==> src/vis_pkg.sv <==
// Constants for the video input and start-up block
package vis_pkg;
  localparam int unsigned CLK_HZ = 40000000;
  localparam int unsigned PIX_W = 24;
  localparam int unsigned CH_W = 8;
  localparam int unsigned MAX_H = 1920;
  localparam int unsigned MAX_V = 1080;
  localparam int unsigned CNT_W = 12;
  localparam int unsigned BOOT_US = 1000;
  localparam int unsigned BOOT_CYC = (CLK_HZ / 1000000) * BOOT_US;
  localparam int unsigned INIT_MS = 2940;
  localparam int unsigned INIT_CYC = (CLK_HZ / 1000) * INIT_MS;
  localparam int unsigned TMR_W = 27;
  localparam logic EYE_LEFT = 1'b1;
  localparam logic EYE_RIGHT = 1'b0;
  typedef enum logic [1:0] {
    ST_RESET = 2'b00,
    ST_BOOT = 2'b01,
    ST_INIT = 2'b10,
    ST_READY = 2'b11
  } vis_state_e;
endpackage : vis_pkg

==> src/vis_buf.sv <==
// Two-entry valid/ready buffer for pixel words
`timescale 1ns/1ps
module vis_buf #(
  parameter int W = 27
) (
  input wire logic sys_clk,
  input wire logic reset,
  input wire logic [W-1:0] in_data,
  input wire logic in_valid,
  output logic in_ready,
  output logic [W-1:0] out_data,
  output logic out_valid,
  input wire logic out_ready
);
  logic [W-1:0] mem_q [2];
  logic wp_q;
  logic rp_q;
  logic [1:0] cnt_q;
  wire push = in_valid && in_ready;
  wire pop = out_valid && out_ready;
  assign in_ready = (cnt_q != 2'h2);
  assign out_valid = (cnt_q != 2'h0);
  assign out_data = mem_q[rp_q];
  always_ff @(posedge sys_clk) begin
    if (reset) begin
      wp_q <= 1'b0;
      rp_q <= 1'b0;
      cnt_q <= 2'h0;
    end else begin
      if (push) begin
        mem_q[wp_q] <= in_data;
        wp_q <= ~wp_q;
      end
      if (pop) begin
        rp_q <= ~rp_q;
      end
      cnt_q <= cnt_q + {1'b0, push} - {1'b0, pop};
    end
  end
endmodule : vis_buf

==> src/vis_core.sv <==
// Parallel video input capture with eye labelling and start-up indicator
`timescale 1ns/1ps
module vis_core #(
  parameter int unsigned BOOT_CYCLES = vis_pkg::BOOT_CYC,
  parameter int unsigned INIT_CYCLES = vis_pkg::INIT_CYC
) (
  input wire logic sys_clk,
  input wire logic reset,
  input wire logic active_low_reset_pin,
  input wire logic pix_clk,
  input wire logic [vis_pkg::PIX_W-1:0] pixel_data_bus,
  input wire logic vsync,
  input wire logic hsync,
  input wire logic data_en,
  input wire logic eye_select,
  input wire logic stereo_mode,
  output logic init_done_o,
  output logic init_done_oe_n,
  output logic ready,
  output logic [vis_pkg::CH_W-1:0] red,
  output logic [vis_pkg::CH_W-1:0] green,
  output logic [vis_pkg::CH_W-1:0] blue,
  output logic frame_start,
  output logic eye_left,
  output logic pix_valid,
  input wire logic pix_ready,
  output logic glasses_sync,
  output logic frame_pulse,
  output logic overflow
);
  localparam int BW = vis_pkg::PIX_W + 2;
  // Two-stage synchronisers; first stages read only by second stages
  logic [4:0] s1_q;
  logic [4:0] s2_q;
  logic [vis_pkg::PIX_W-1:0] pd1_q;
  logic [vis_pkg::PIX_W-1:0] pd2_q;
  logic pclk_prev_q;
  logic vs_prev_q;
  logic rst_prev_q;
  always_ff @(posedge sys_clk) begin
    if (reset) begin
      s1_q <= 5'h00;
      s2_q <= 5'h00;
      pd1_q <= '0;
      pd2_q <= '0;
      pclk_prev_q <= 1'b0;
      vs_prev_q <= 1'b0;
      rst_prev_q <= 1'b0;
    end else begin
      s1_q <= {active_low_reset_pin, pix_clk, vsync, data_en, eye_select};
      s2_q <= s1_q;
      pd1_q <= pixel_data_bus;
      pd2_q <= pd1_q;
      pclk_prev_q <= s2_q[3];
      vs_prev_q <= s2_q[2];
      rst_prev_q <= s2_q[4];
    end
  end
  wire rstn_s = s2_q[4];
  wire pclk_rise = s2_q[3] && !pclk_prev_q;
  wire vs_rise = s2_q[2] && !vs_prev_q;
  wire de_s = s2_q[1];
  wire eye_s = s2_q[0];
  wire rst_release = rstn_s && !rst_prev_q;
  // Start-up sequencer
  vis_pkg::vis_state_e st_q;
  vis_pkg::vis_state_e st_d;
  logic [vis_pkg::TMR_W-1:0] tmr_q;
  wire boot_end = (tmr_q == vis_pkg::TMR_W'(BOOT_CYCLES - 1));
  wire init_end = (tmr_q == vis_pkg::TMR_W'(INIT_CYCLES - 1));
  always_comb begin
    st_d = st_q;
    case (st_q)
      vis_pkg::ST_RESET: begin
        if (rst_release) begin
          st_d = vis_pkg::ST_BOOT;
        end
      end
      vis_pkg::ST_BOOT: begin
        if (boot_end) begin
          st_d = vis_pkg::ST_INIT;
        end
      end
      vis_pkg::ST_INIT: begin
        if (init_end) begin
          st_d = vis_pkg::ST_READY;
        end
      end
      vis_pkg::ST_READY: st_d = vis_pkg::ST_READY;
      default: st_d = vis_pkg::ST_RESET;
    endcase
    if (!rstn_s) begin
      st_d = vis_pkg::ST_RESET;
    end
  end
  wire st_chg = (st_d != st_q);
  always_ff @(posedge sys_clk) begin
    if (reset) begin
      st_q <= vis_pkg::ST_RESET;
      tmr_q <= '0;
    end else begin
      st_q <= st_d;
      tmr_q <= st_chg ? '0 : tmr_q + vis_pkg::TMR_W'(1);
    end
  end
  // Open-drain style indicator: released in reset/boot, driven high then low
  wire drive_ind = (st_d == vis_pkg::ST_INIT) || (st_d == vis_pkg::ST_READY);
  wire rdy_d = (st_d == vis_pkg::ST_READY);
  always_ff @(posedge sys_clk) begin
    if (reset) begin
      init_done_oe_n <= 1'b1;
      init_done_o <= 1'b1;
      ready <= 1'b0;
    end else begin
      init_done_oe_n <= !drive_ind;
      init_done_o <= !rdy_d;
      ready <= rdy_d;
    end
  end
  // Frame tracking; eye label latched at vsync for the following frame
  logic eye_q;
  logic in_frame_q;
  logic [vis_pkg::CNT_W-1:0] hcnt_q;
  logic [vis_pkg::CNT_W-1:0] vcnt_q;
  logic de_prev_q;
  logic sof_q;
  logic ovf_q;
  wire line_end = !de_s && de_prev_q && pclk_rise;
  wire in_area = (hcnt_q < vis_pkg::CNT_W'(vis_pkg::MAX_H)) && (vcnt_q < vis_pkg::CNT_W'(vis_pkg::MAX_V));
  // Pixels before readiness are discarded; no partial frame leaks out
  wire take = ready && in_frame_q && pclk_rise && de_s && in_area;
  wire buf_in_ready;
  always_ff @(posedge sys_clk) begin
    if (reset) begin
      eye_q <= vis_pkg::EYE_LEFT;
      in_frame_q <= 1'b0;
      hcnt_q <= '0;
      vcnt_q <= '0;
      de_prev_q <= 1'b0;
      sof_q <= 1'b0;
      ovf_q <= 1'b0;
    end else begin
      if (pclk_rise) begin
        de_prev_q <= de_s;
      end
      if (vs_rise) begin
        eye_q <= eye_s;
        in_frame_q <= ready;
        hcnt_q <= '0;
        vcnt_q <= '0;
        sof_q <= 1'b1;
      end else begin
        // Losing readiness ends the frame, so a restart waits for a fresh vsync
        if (!ready) begin
          in_frame_q <= 1'b0;
        end
        if (take) begin
          hcnt_q <= hcnt_q + vis_pkg::CNT_W'(1);
        end
        if (line_end) begin
          hcnt_q <= '0;
          if (vcnt_q != vis_pkg::CNT_W'(vis_pkg::MAX_V)) begin
            vcnt_q <= vcnt_q + vis_pkg::CNT_W'(1);
          end
        end
        if (take && buf_in_ready) begin
          sof_q <= 1'b0;
        end
      end
      if (take && !buf_in_ready) begin
        ovf_q <= 1'b1;
      end
    end
  end
  // Channels split as 8:8:8, red high; source already MSB-aligned and zero-filled
  wire [BW-1:0] buf_out;
  wire buf_valid;
  // Buffer pops only when the output slot takes the word, else a stalled load would repeat it
  wire slot_free = !pix_valid || pix_ready;
  vis_buf #(.W(BW)) u_buf (
    .sys_clk(sys_clk),
    .reset(reset),
    .in_data({sof_q, eye_q, pd2_q}),
    .in_valid(take),
    .in_ready(buf_in_ready),
    .out_data(buf_out),
    .out_valid(buf_valid),
    .out_ready(slot_free)
  );
  // Output register slice; each vsync while ready yields exactly one frame pulse, a vsync before ready yields none
  wire out_load = buf_valid && slot_free;
  always_ff @(posedge sys_clk) begin
    if (reset) begin
      red <= '0;
      green <= '0;
      blue <= '0;
      frame_start <= 1'b0;
      eye_left <= 1'b0;
      pix_valid <= 1'b0;
      glasses_sync <= 1'b0;
      frame_pulse <= 1'b0;
      overflow <= 1'b0;
    end else begin
      if (out_load) begin
        red <= buf_out[23:16];
        green <= buf_out[15:8];
        blue <= buf_out[7:0];
        eye_left <= buf_out[24];
        frame_start <= buf_out[25];
        pix_valid <= 1'b1;
      end else if (pix_ready) begin
        pix_valid <= 1'b0;
      end
      frame_pulse <= vs_rise && ready;
      if (out_load && buf_out[25]) begin
        glasses_sync <= stereo_mode && (buf_out[24] == vis_pkg::EYE_LEFT);
      end
      overflow <= ovf_q;
    end
  end
endmodule : vis_core

==> config.mk <==
export PLATFORM = sky130hd
export DESIGN_NAME = vis_core
export DESIGN_NICKNAME = d
export VERILOG_FILES = /design/src/vis_pkg.sv /design/src/vis_buf.sv /design/src/vis_core.sv
export SDC_FILE = /design/constraint.sdc
export NUM_CORES = 1
export LEC_CHECK = 0
export BUFFER_PORTS_ARGS = -buffer_cell sky130_fd_sc_hd__buf_4
export CAP_MARGIN = 20
export CORE_ASPECT_RATIO = 1.1
export CORE_UTILIZATION = 50
export DETAILED_ROUTE_END_ITERATION = 7
export PLACE_DENSITY_LB_ADDON = 0.12
export SYNTH_ARGS = -nofsm -noshare
export SYNTH_HDL_FRONTEND = slang
export SYNTH_SLANG_ARGS = --single-unit
==> constraint.sdc <==
create_clock -name sys_clk -period 4.78 [get_ports sys_clk]
set_input_delay 0.717 -clock sys_clk [delete_from_list [all_inputs] [get_ports sys_clk]]
set_output_delay 0.717 -clock sys_clk [all_outputs]
set_load 0.01 [all_outputs]
==> results of run 1 <==
synthesized netlist by cell type (2+ instances only):
master    number  area share
buf_2          3      0.0020
nand3_1       14      0.0093
nand3b_1       2      0.0020
and3_1         9      0.0075
inv_1         12      0.0060
and4_1         4      0.0046
xnor2_1       26       0.030
ha_1           6       0.010
nor2_1        61       0.030
or2_2          2      0.0017
nor4_1        33       0.027
nor2b_1       67       0.056
nor3b_1        3      0.0030
nand2b_1       6      0.0050
nor3_1         9      0.0060
o41ai_2        2      0.0043
nand4b_1       3      0.0035
or4_1          6      0.0060
buf_1          5      0.0025
mux2i_1       29       0.038
or3_1         10      0.0083
o21ai_0       11      0.0073
nand2_1       20       0.010
a41oi_1        2      0.0023
a21oi_1       14      0.0093
inv_2          2      0.0010
xor2_1        14       0.016
dfxtp_1      157        0.42
a211oi_1      25       0.025
edfxtp_1      52        0.21
clkbuf_1      20       0.010
buf_6          2      0.0030
nand4_1       16       0.013
sequential cells by signal, indices dropped and copies added, names as in the netlist, 5 cells and up, named ones only:
name         flops
u_buf.mem_q     52
tmr_q           27
pd1_q           24
pd2_q           24
hcnt_q          12
vcnt_q          12
blue             8
green            8
red              8
s1_q             5
s2_q             5
per-layer routing:
| layer | part of all wire | routed length, microns |
|---|---|---|
| met5 | 0 | 0 |
| met3 | 0.046 | 587 |
| met4 | 0.020 | 253 |
| met2 | 0.48 | 6190 |
| met1 | 0.45 | 5820 |
worst paths after layout:
path	startpoint	endpoint	cells after the start
max reg2reg	vcnt_q[6]$_SDFFE_PP0P_	u_buf.mem_q[1][11]$_DFFE_PP_	5
min reg2reg	pd2_q[4]$_SDFF_PP0_	u_buf.mem_q[0][4]$_DFFE_PP_	0
max	vcnt_q[6]$_SDFFE_PP0P_	u_buf.mem_q[1][11]$_DFFE_PP_	5
min	pixel_data_bus[15]	pd1_q[15]$_SDFF_PP0_	2
power groups by stage:
stage / Combinational (uW) / Sequential [uW] / Clock [uW]
6_report: 572 / 2070 / 1830
4_1_cts: 584 / 2070 / 1880
3_3_place_gp: 570 / 2100 / 0
5_1_grt: 642 / 2090 / 1950
2_1_floorplan: 326 / 2100 / 0
3_5_place_dp: 582 / 2110 / 0
logic make-up (layout without fill, tap and decap cells):
group | after synthesis | count (layout) | synth area share
and+or+nand+nor | 271 | 271 | 0.202
DFF | 209 | 209 | 0.624
AOI/OAI and AO/OA | 59 | 59 | 0.0552
buffers and inverters | 44 | 123 | 0.0244
xor gates and xnor gates | 40 | 40 | 0.0464
muxes | 29 | 29 | 0.0385
adders and majority gates | 6 | 6 | 0.00995
through the flow:
| stage | cell area (sq um) | total power (uW) | std cells | hold slack, ns |
|---|---|---|---|---|
| 3_5_place_dp | 8180 | 2690 | 889 | 0.412 |
| 3_3_place_gp | 8180 | 2680 | 889 | 0.406 |
| 5_1_grt | 8990 | 4690 | 929 | 0.413 |
| 2_1_floorplan | 7540 | 2430 | 658 | 0.404 |
| 6_report | 8990 | 4470 | 929 | 0.421 |
| 4_1_cts | 8990 | 4530 | 929 | 0.401 |
layout make-up:
type | instances | area, sq um | share of cell area
Sequential cell | 209 | 4710 | 0.523
Multi-Input combinational cell | 405 | 2670 | 0.296
Clock buffer | 27 | 609 | 0.0678
Timing Repair Buffer | 69 | 518 | 0.0576
Tap cell | 192 | 240 | 0.0267
Clock inverter | 13 | 200 | 0.0223
Inverter | 14 | 52.6 | 0.00584
==> impl_metrics.ini, run 1 <==
[outcome]
status = completed

[critical_path]
critical_path_class = reg -> reg
cp_max_fo = 26
r2r_slack_ns = 2.28
cpMaxStageDelayCell = or4_1
cp.required_ns = 4.94
path_delay_family = simple AND/OR/NAND/NOR gates
cpPeakStageDelay_ns = 0.66
worstPathArrival_ns = 2.65
path_buf_inv = 1
end_kind = flip-flop
startpoint_type = flip-flop
path_cells = o41ai_2, o31ai_2, or4_1, nor3b_2, buf_4

[logic_synthesis]
avgSynthCellArea_sq_um = 11.5
synth_nets = 698
synth_edf_count = 52
synthFlopType = dfxtp_1
yosys_warnings = 0
ys_types = 44
synth_area_sq_mm = 0.00754
async_flop_share = 0
syn-instance-count = 658
ys_seq_elements = 209
seq_area_frac_synth = 0.624

[drt]
routedWlPerCell_microns = 13.8
drtIter0Drc = 175
drcViolationCount = 0
ant_nets = 0
first_pass_iters = 4
finalWirelength_microns = 12900
via_count = 4861
drt-vias-per-instance = 5.23

[pwr]
ir_drop_mv = 0.325
switching_share = 0.236
power_frac_seq = 0.463
powerDensity_mw_per_mm2 = 498
p_int_uw = 3420
clockPowerShare = 0.409
combPwrFrac = 0.128
leakagePower_uw = 0.00323
p_switching_uw = 1050

[finish]
most-common-layout-cells = 156 x dfxtp_1, 69 x buf_4, 67 x nor2b_1, 61 x nor2_1, 52 x edfxtp_1
fin_nets = 761
area_growth_pct = 19.2
fillers = 1198
antenna_cells = 0
final_common_cell = dfxtp_1
drive_above_1_share = 0.164
post-route-util = 0.617

[timing]
period_share = 0.523
slew_viol_final = 0
rsz0062_at_grt = no
fin_skew_ns = 0.0169
setup_tns_ns = 0
hold_viol = 0
max_freq_mhz = 400
tightest_slew_ns = 0.901
setup_ws_ns = 2.28
min_period_ns = 2.50
max_slew_margin = 0.394
finalSetupViolCount = 0

[hold_path]
hp-class = in -> reg

[global_routing]
grt_max_degree = 86
antenna_found_initial = 0
grt_pass1_wl_microns = 21500
grt_pass1_vias = 4637
track_usage = 0.170
grt_use_met3 = 0.0326
globalRouteMet2Util = 0.300
busiest_layer = met2
use_met1 = 0.209
overflow = 0

[clocking]
cts-resized-gates = 0
clk-insertion-delay-late_ns = 0.50
cts.sinks = 209
cts-root-buf = clkbuf_16
post_cts_buffers = 0
cts_inserted_buffers = 22
htree_levels = 1
cts_tree = done
clkTransAtPathRegs_ns = 0.06
cts_hold_buf = 0
clockBufferDepth = 3

[placement]
io_buffers = 65
hpwl_microns = 8020
dp_slack_ns = 1.93
place_congestion = 0.824

[floorplan]
die-area_sq_mm = 0.0156
pin_count = 67
die_y_microns = 131
initial_core_util = 0.518
die_w_microns = 119
core_area_sq_mm = 0.0146
num_rows = 46

[run]
maxCapViolations = 0
(Power assumes the default switching activity.)
==> run 2, diff against run 1 <==
ABC_AREA = 1   (was default)
clock period = 2.5 ns   (was 4.78 ns; I/O delays follow)
==> impl_metrics.ini, run 2 <==
[outcome]
status = completed

[pwr]
combPwrFrac = 0.162
leakagePower_uw = 0.00375
switching_share = 0.263
powerDensity_mw_per_mm2 = 890
ir_drop_mv = 0.575
p_switching_uw = 2190
power_frac_seq = 0.472
clockPowerShare = 0.366
p_int_uw = 6120

[finish]
instances_no_fill = 1199
multi_input_area_sq_mm = 0.00258
largest_register = u_buf.mem_q
area_growth_pct = 17.7
seqCellArea_sq_mm = 0.00470
final_common_cell = nand2_1
reg_top3 = u_buf.mem_q x52, tmr_q x27
most-common-layout-cells = 169 x nand2_1, 157 x dfxtp_1, 152 x nor2_1, 144 x inv_1, 73 x buf_4
fillers = 1341
fin_nets = 1028
design_area_sq_mm = 0.00934
largest_register_ffs = 52
drive_above_1_share = 0.123
antenna_cells = 0

[global_routing]
track_usage = 0.179
overflow = 0
grt_max_degree = 57
grt_pass1_vias = 5239
grt_pass1_wl_microns = 23700
antenna_found_initial = 0

[logic_synthesis]
synth_edf_count = 52
seq_area_frac_synth = 0.593
syn-instance-count = 918
synthAdderAreaFrac = 0.00947
ys_types = 29
synth_nets = 958
synthFlopType = dfxtp_1
yosysMostFrequentCell = nand2_1
synth_top_cell_area_share = 0.396
synth_top_area_cell = dfxtp_1
yosys.area_share.simple = 0.209
ys_seq_elements = 209
synthTopCellsByArea = dfxtp_1 40%, edfxtp_1 20%, nand2_1 8.0%
avgSynthCellArea_sq_um = 8.64
synth_top_family_by_area = simple AND/OR/NAND/NOR gates
muxShareOfSynthArea = 0
yosys_warnings = 0
async_flop_share = 0
synth_common_cells = 169 x nand2_1, 157 x dfxtp_1, 152 x nor2_1
synthXorXnorAreaFrac = 0.0398
synth_area_sq_mm = 0.00793
synth-compound-area-share = 0.0644

[critical_path]
startpoint = s2_q[3]$_SDFF_PP0_
end_kind = flip-flop
reg2reg_from = s2_q[3]$_SDFF_PP0_
worstPathArrival_ns = 2.22
ff2ff_path_depth = 9
cp_max_fo = 26
r2r-end = u_buf.mem_q[1][7]$_DFFE_PP_
critical_path_class = reg -> reg
startpoint_type = flip-flop
r2r_slack_ns = 0.46
cp.required_ns = 2.69

[drt]
drcViolationCount = 0
finalWirelength_microns = 14000
ant_nets = 0
first_pass_iters = 4
via_count = 5584
drt-vias-per-instance = 4.66
routedWlPerCell_microns = 11.7
drtIter0Drc = 209

[hold_path]
hp-start = pixel_data_bus[8]
hold_depth = 3
holdPathEnd = pd1_q[8]$_SDFF_PP0_
hp-class = in -> reg

[placement]
hpwl_microns = 9060
place_area_sq_mm = 0.00866
place_congestion = 0.860
dp_slack_ns = 0.439
place_inst = 1161
io_buffers = 65

[run]
maxCapViolations = 0

[timing]
max_slew_margin = 0.675
setup_tns_ns = 0
min_period_ns = 2.04
fin_skew_ns = 0.00760
timing.hold.ws_ns = 0.0807
slew_viol_final = 0
period_share = 0.815
tightest_slew_ns = 0.488
finalSetupViolCount = 0
rsz0062_at_grt = no
hold_viol = 0
setup_ws_ns = 0.464
max_freq_mhz = 491

[floorplan]
die_y_microns = 134
die_w_microns = 122
initial_core_util = 0.519
die-area_sq_mm = 0.0164
core_area_sq_mm = 0.0153
pin_count = 67
num_rows = 47

[clocking]
clkTransAtPathRegs_ns = 0.06
clk-insertion-delay-late_ns = 0.49
cts_inserted_buffers = 21
cts-root-buf = clkbuf_16
htree_levels = 1
post_cts_buffers = 0
cts_tree = done
cts_hold_buf = 0
clockBufferDepth = 3
cts-resized-gates = 0
cts.sinks = 209
-- run 2: per-layer routing --
metal	share of wire	GRT usage	vias up
met3	0.030	0.0281	13
met4	0.014	0.0576	0
li1	-	-	3018
met2	0.49	0.314	73
met1	0.46	0.223	2480
met5	0	0	-
-- run 2: worst max path at each step --
stage	endpoint	slack, ns	depth (start not counted)
finish	u_buf.mem_q[1][7]$_DFFE_PP_	0.46	9
global route	u_buf.mem_q[1][4]$_DFFE_PP_	0.25	9
floorplan	u_buf.mem_q[1][0]$_DFFE_PP_	0.33	8
CTS	u_buf.mem_q[1][14]$_DFFE_PP_	0.43	9
detailed placement	u_buf.mem_q[1][6]$_DFFE_PP_	0.44	9
global placement	u_buf.mem_q[1][6]$_DFFE_PP_	0.48	9
-- run 2: worst max-delay path: stages, from the launching register on --
cell and delay [ns]:
dfxtp_1 0.31, inv_1 0.04, nor2_1 0.15, nand2_1 0.12
nor3_1 0.20, nand3_1 0.12, nor2_1 0.26, inv_1 0.14
nor3_4 0.17, buf_12 0.22
-- run 2: metrics by stage --
stage / total power, uW / util
2_1_floorplan: 4770 / -
3_3_place_gp: 5340 / 0.567
3_5_place_dp: 5370 / 0.567
4_1_cts: 8430 / 0.611
5_1_grt: 8760 / 0.611
6_report: 8310 / 0.611
-- run 2: cells by family (layout without fill, tap and decap cells) --
| family | after synthesis | count (layout) |
|---|---|---|
| xor gates and xnor gates | 36 | 36 |
| and+or+nand+nor | 400 | 400 |
| buffers and inverters | 173 | 258 |
| adders and majority gates | 6 | 6 |
| AOI/OAI and AO/OA | 94 | 94 |
| DFF | 209 | 209 |
-- run 2: area by class of cell --
cell class | count | area share
Sequential cell | 209 | 0.504
Multi-Input combinational cell | 536 | 0.276
Timing Repair Buffer | 75 | 0.0630
Clock buffer | 27 | 0.0608
Inverter | 145 | 0.0583
Tap cell | 196 | 0.0263
Clock inverter | 11 | 0.0113
-- run 2: power by group through the flow --
stage	Combinational (uW)	Clock (uW)	Sequential [uW]
after floorplan	728	0	4040
after global placement	1350	0	3990
after detailed placement	1370	0	4000
after CTS	1370	3130	3930
after global routing	1540	3260	3960
final	1340	3040	3920
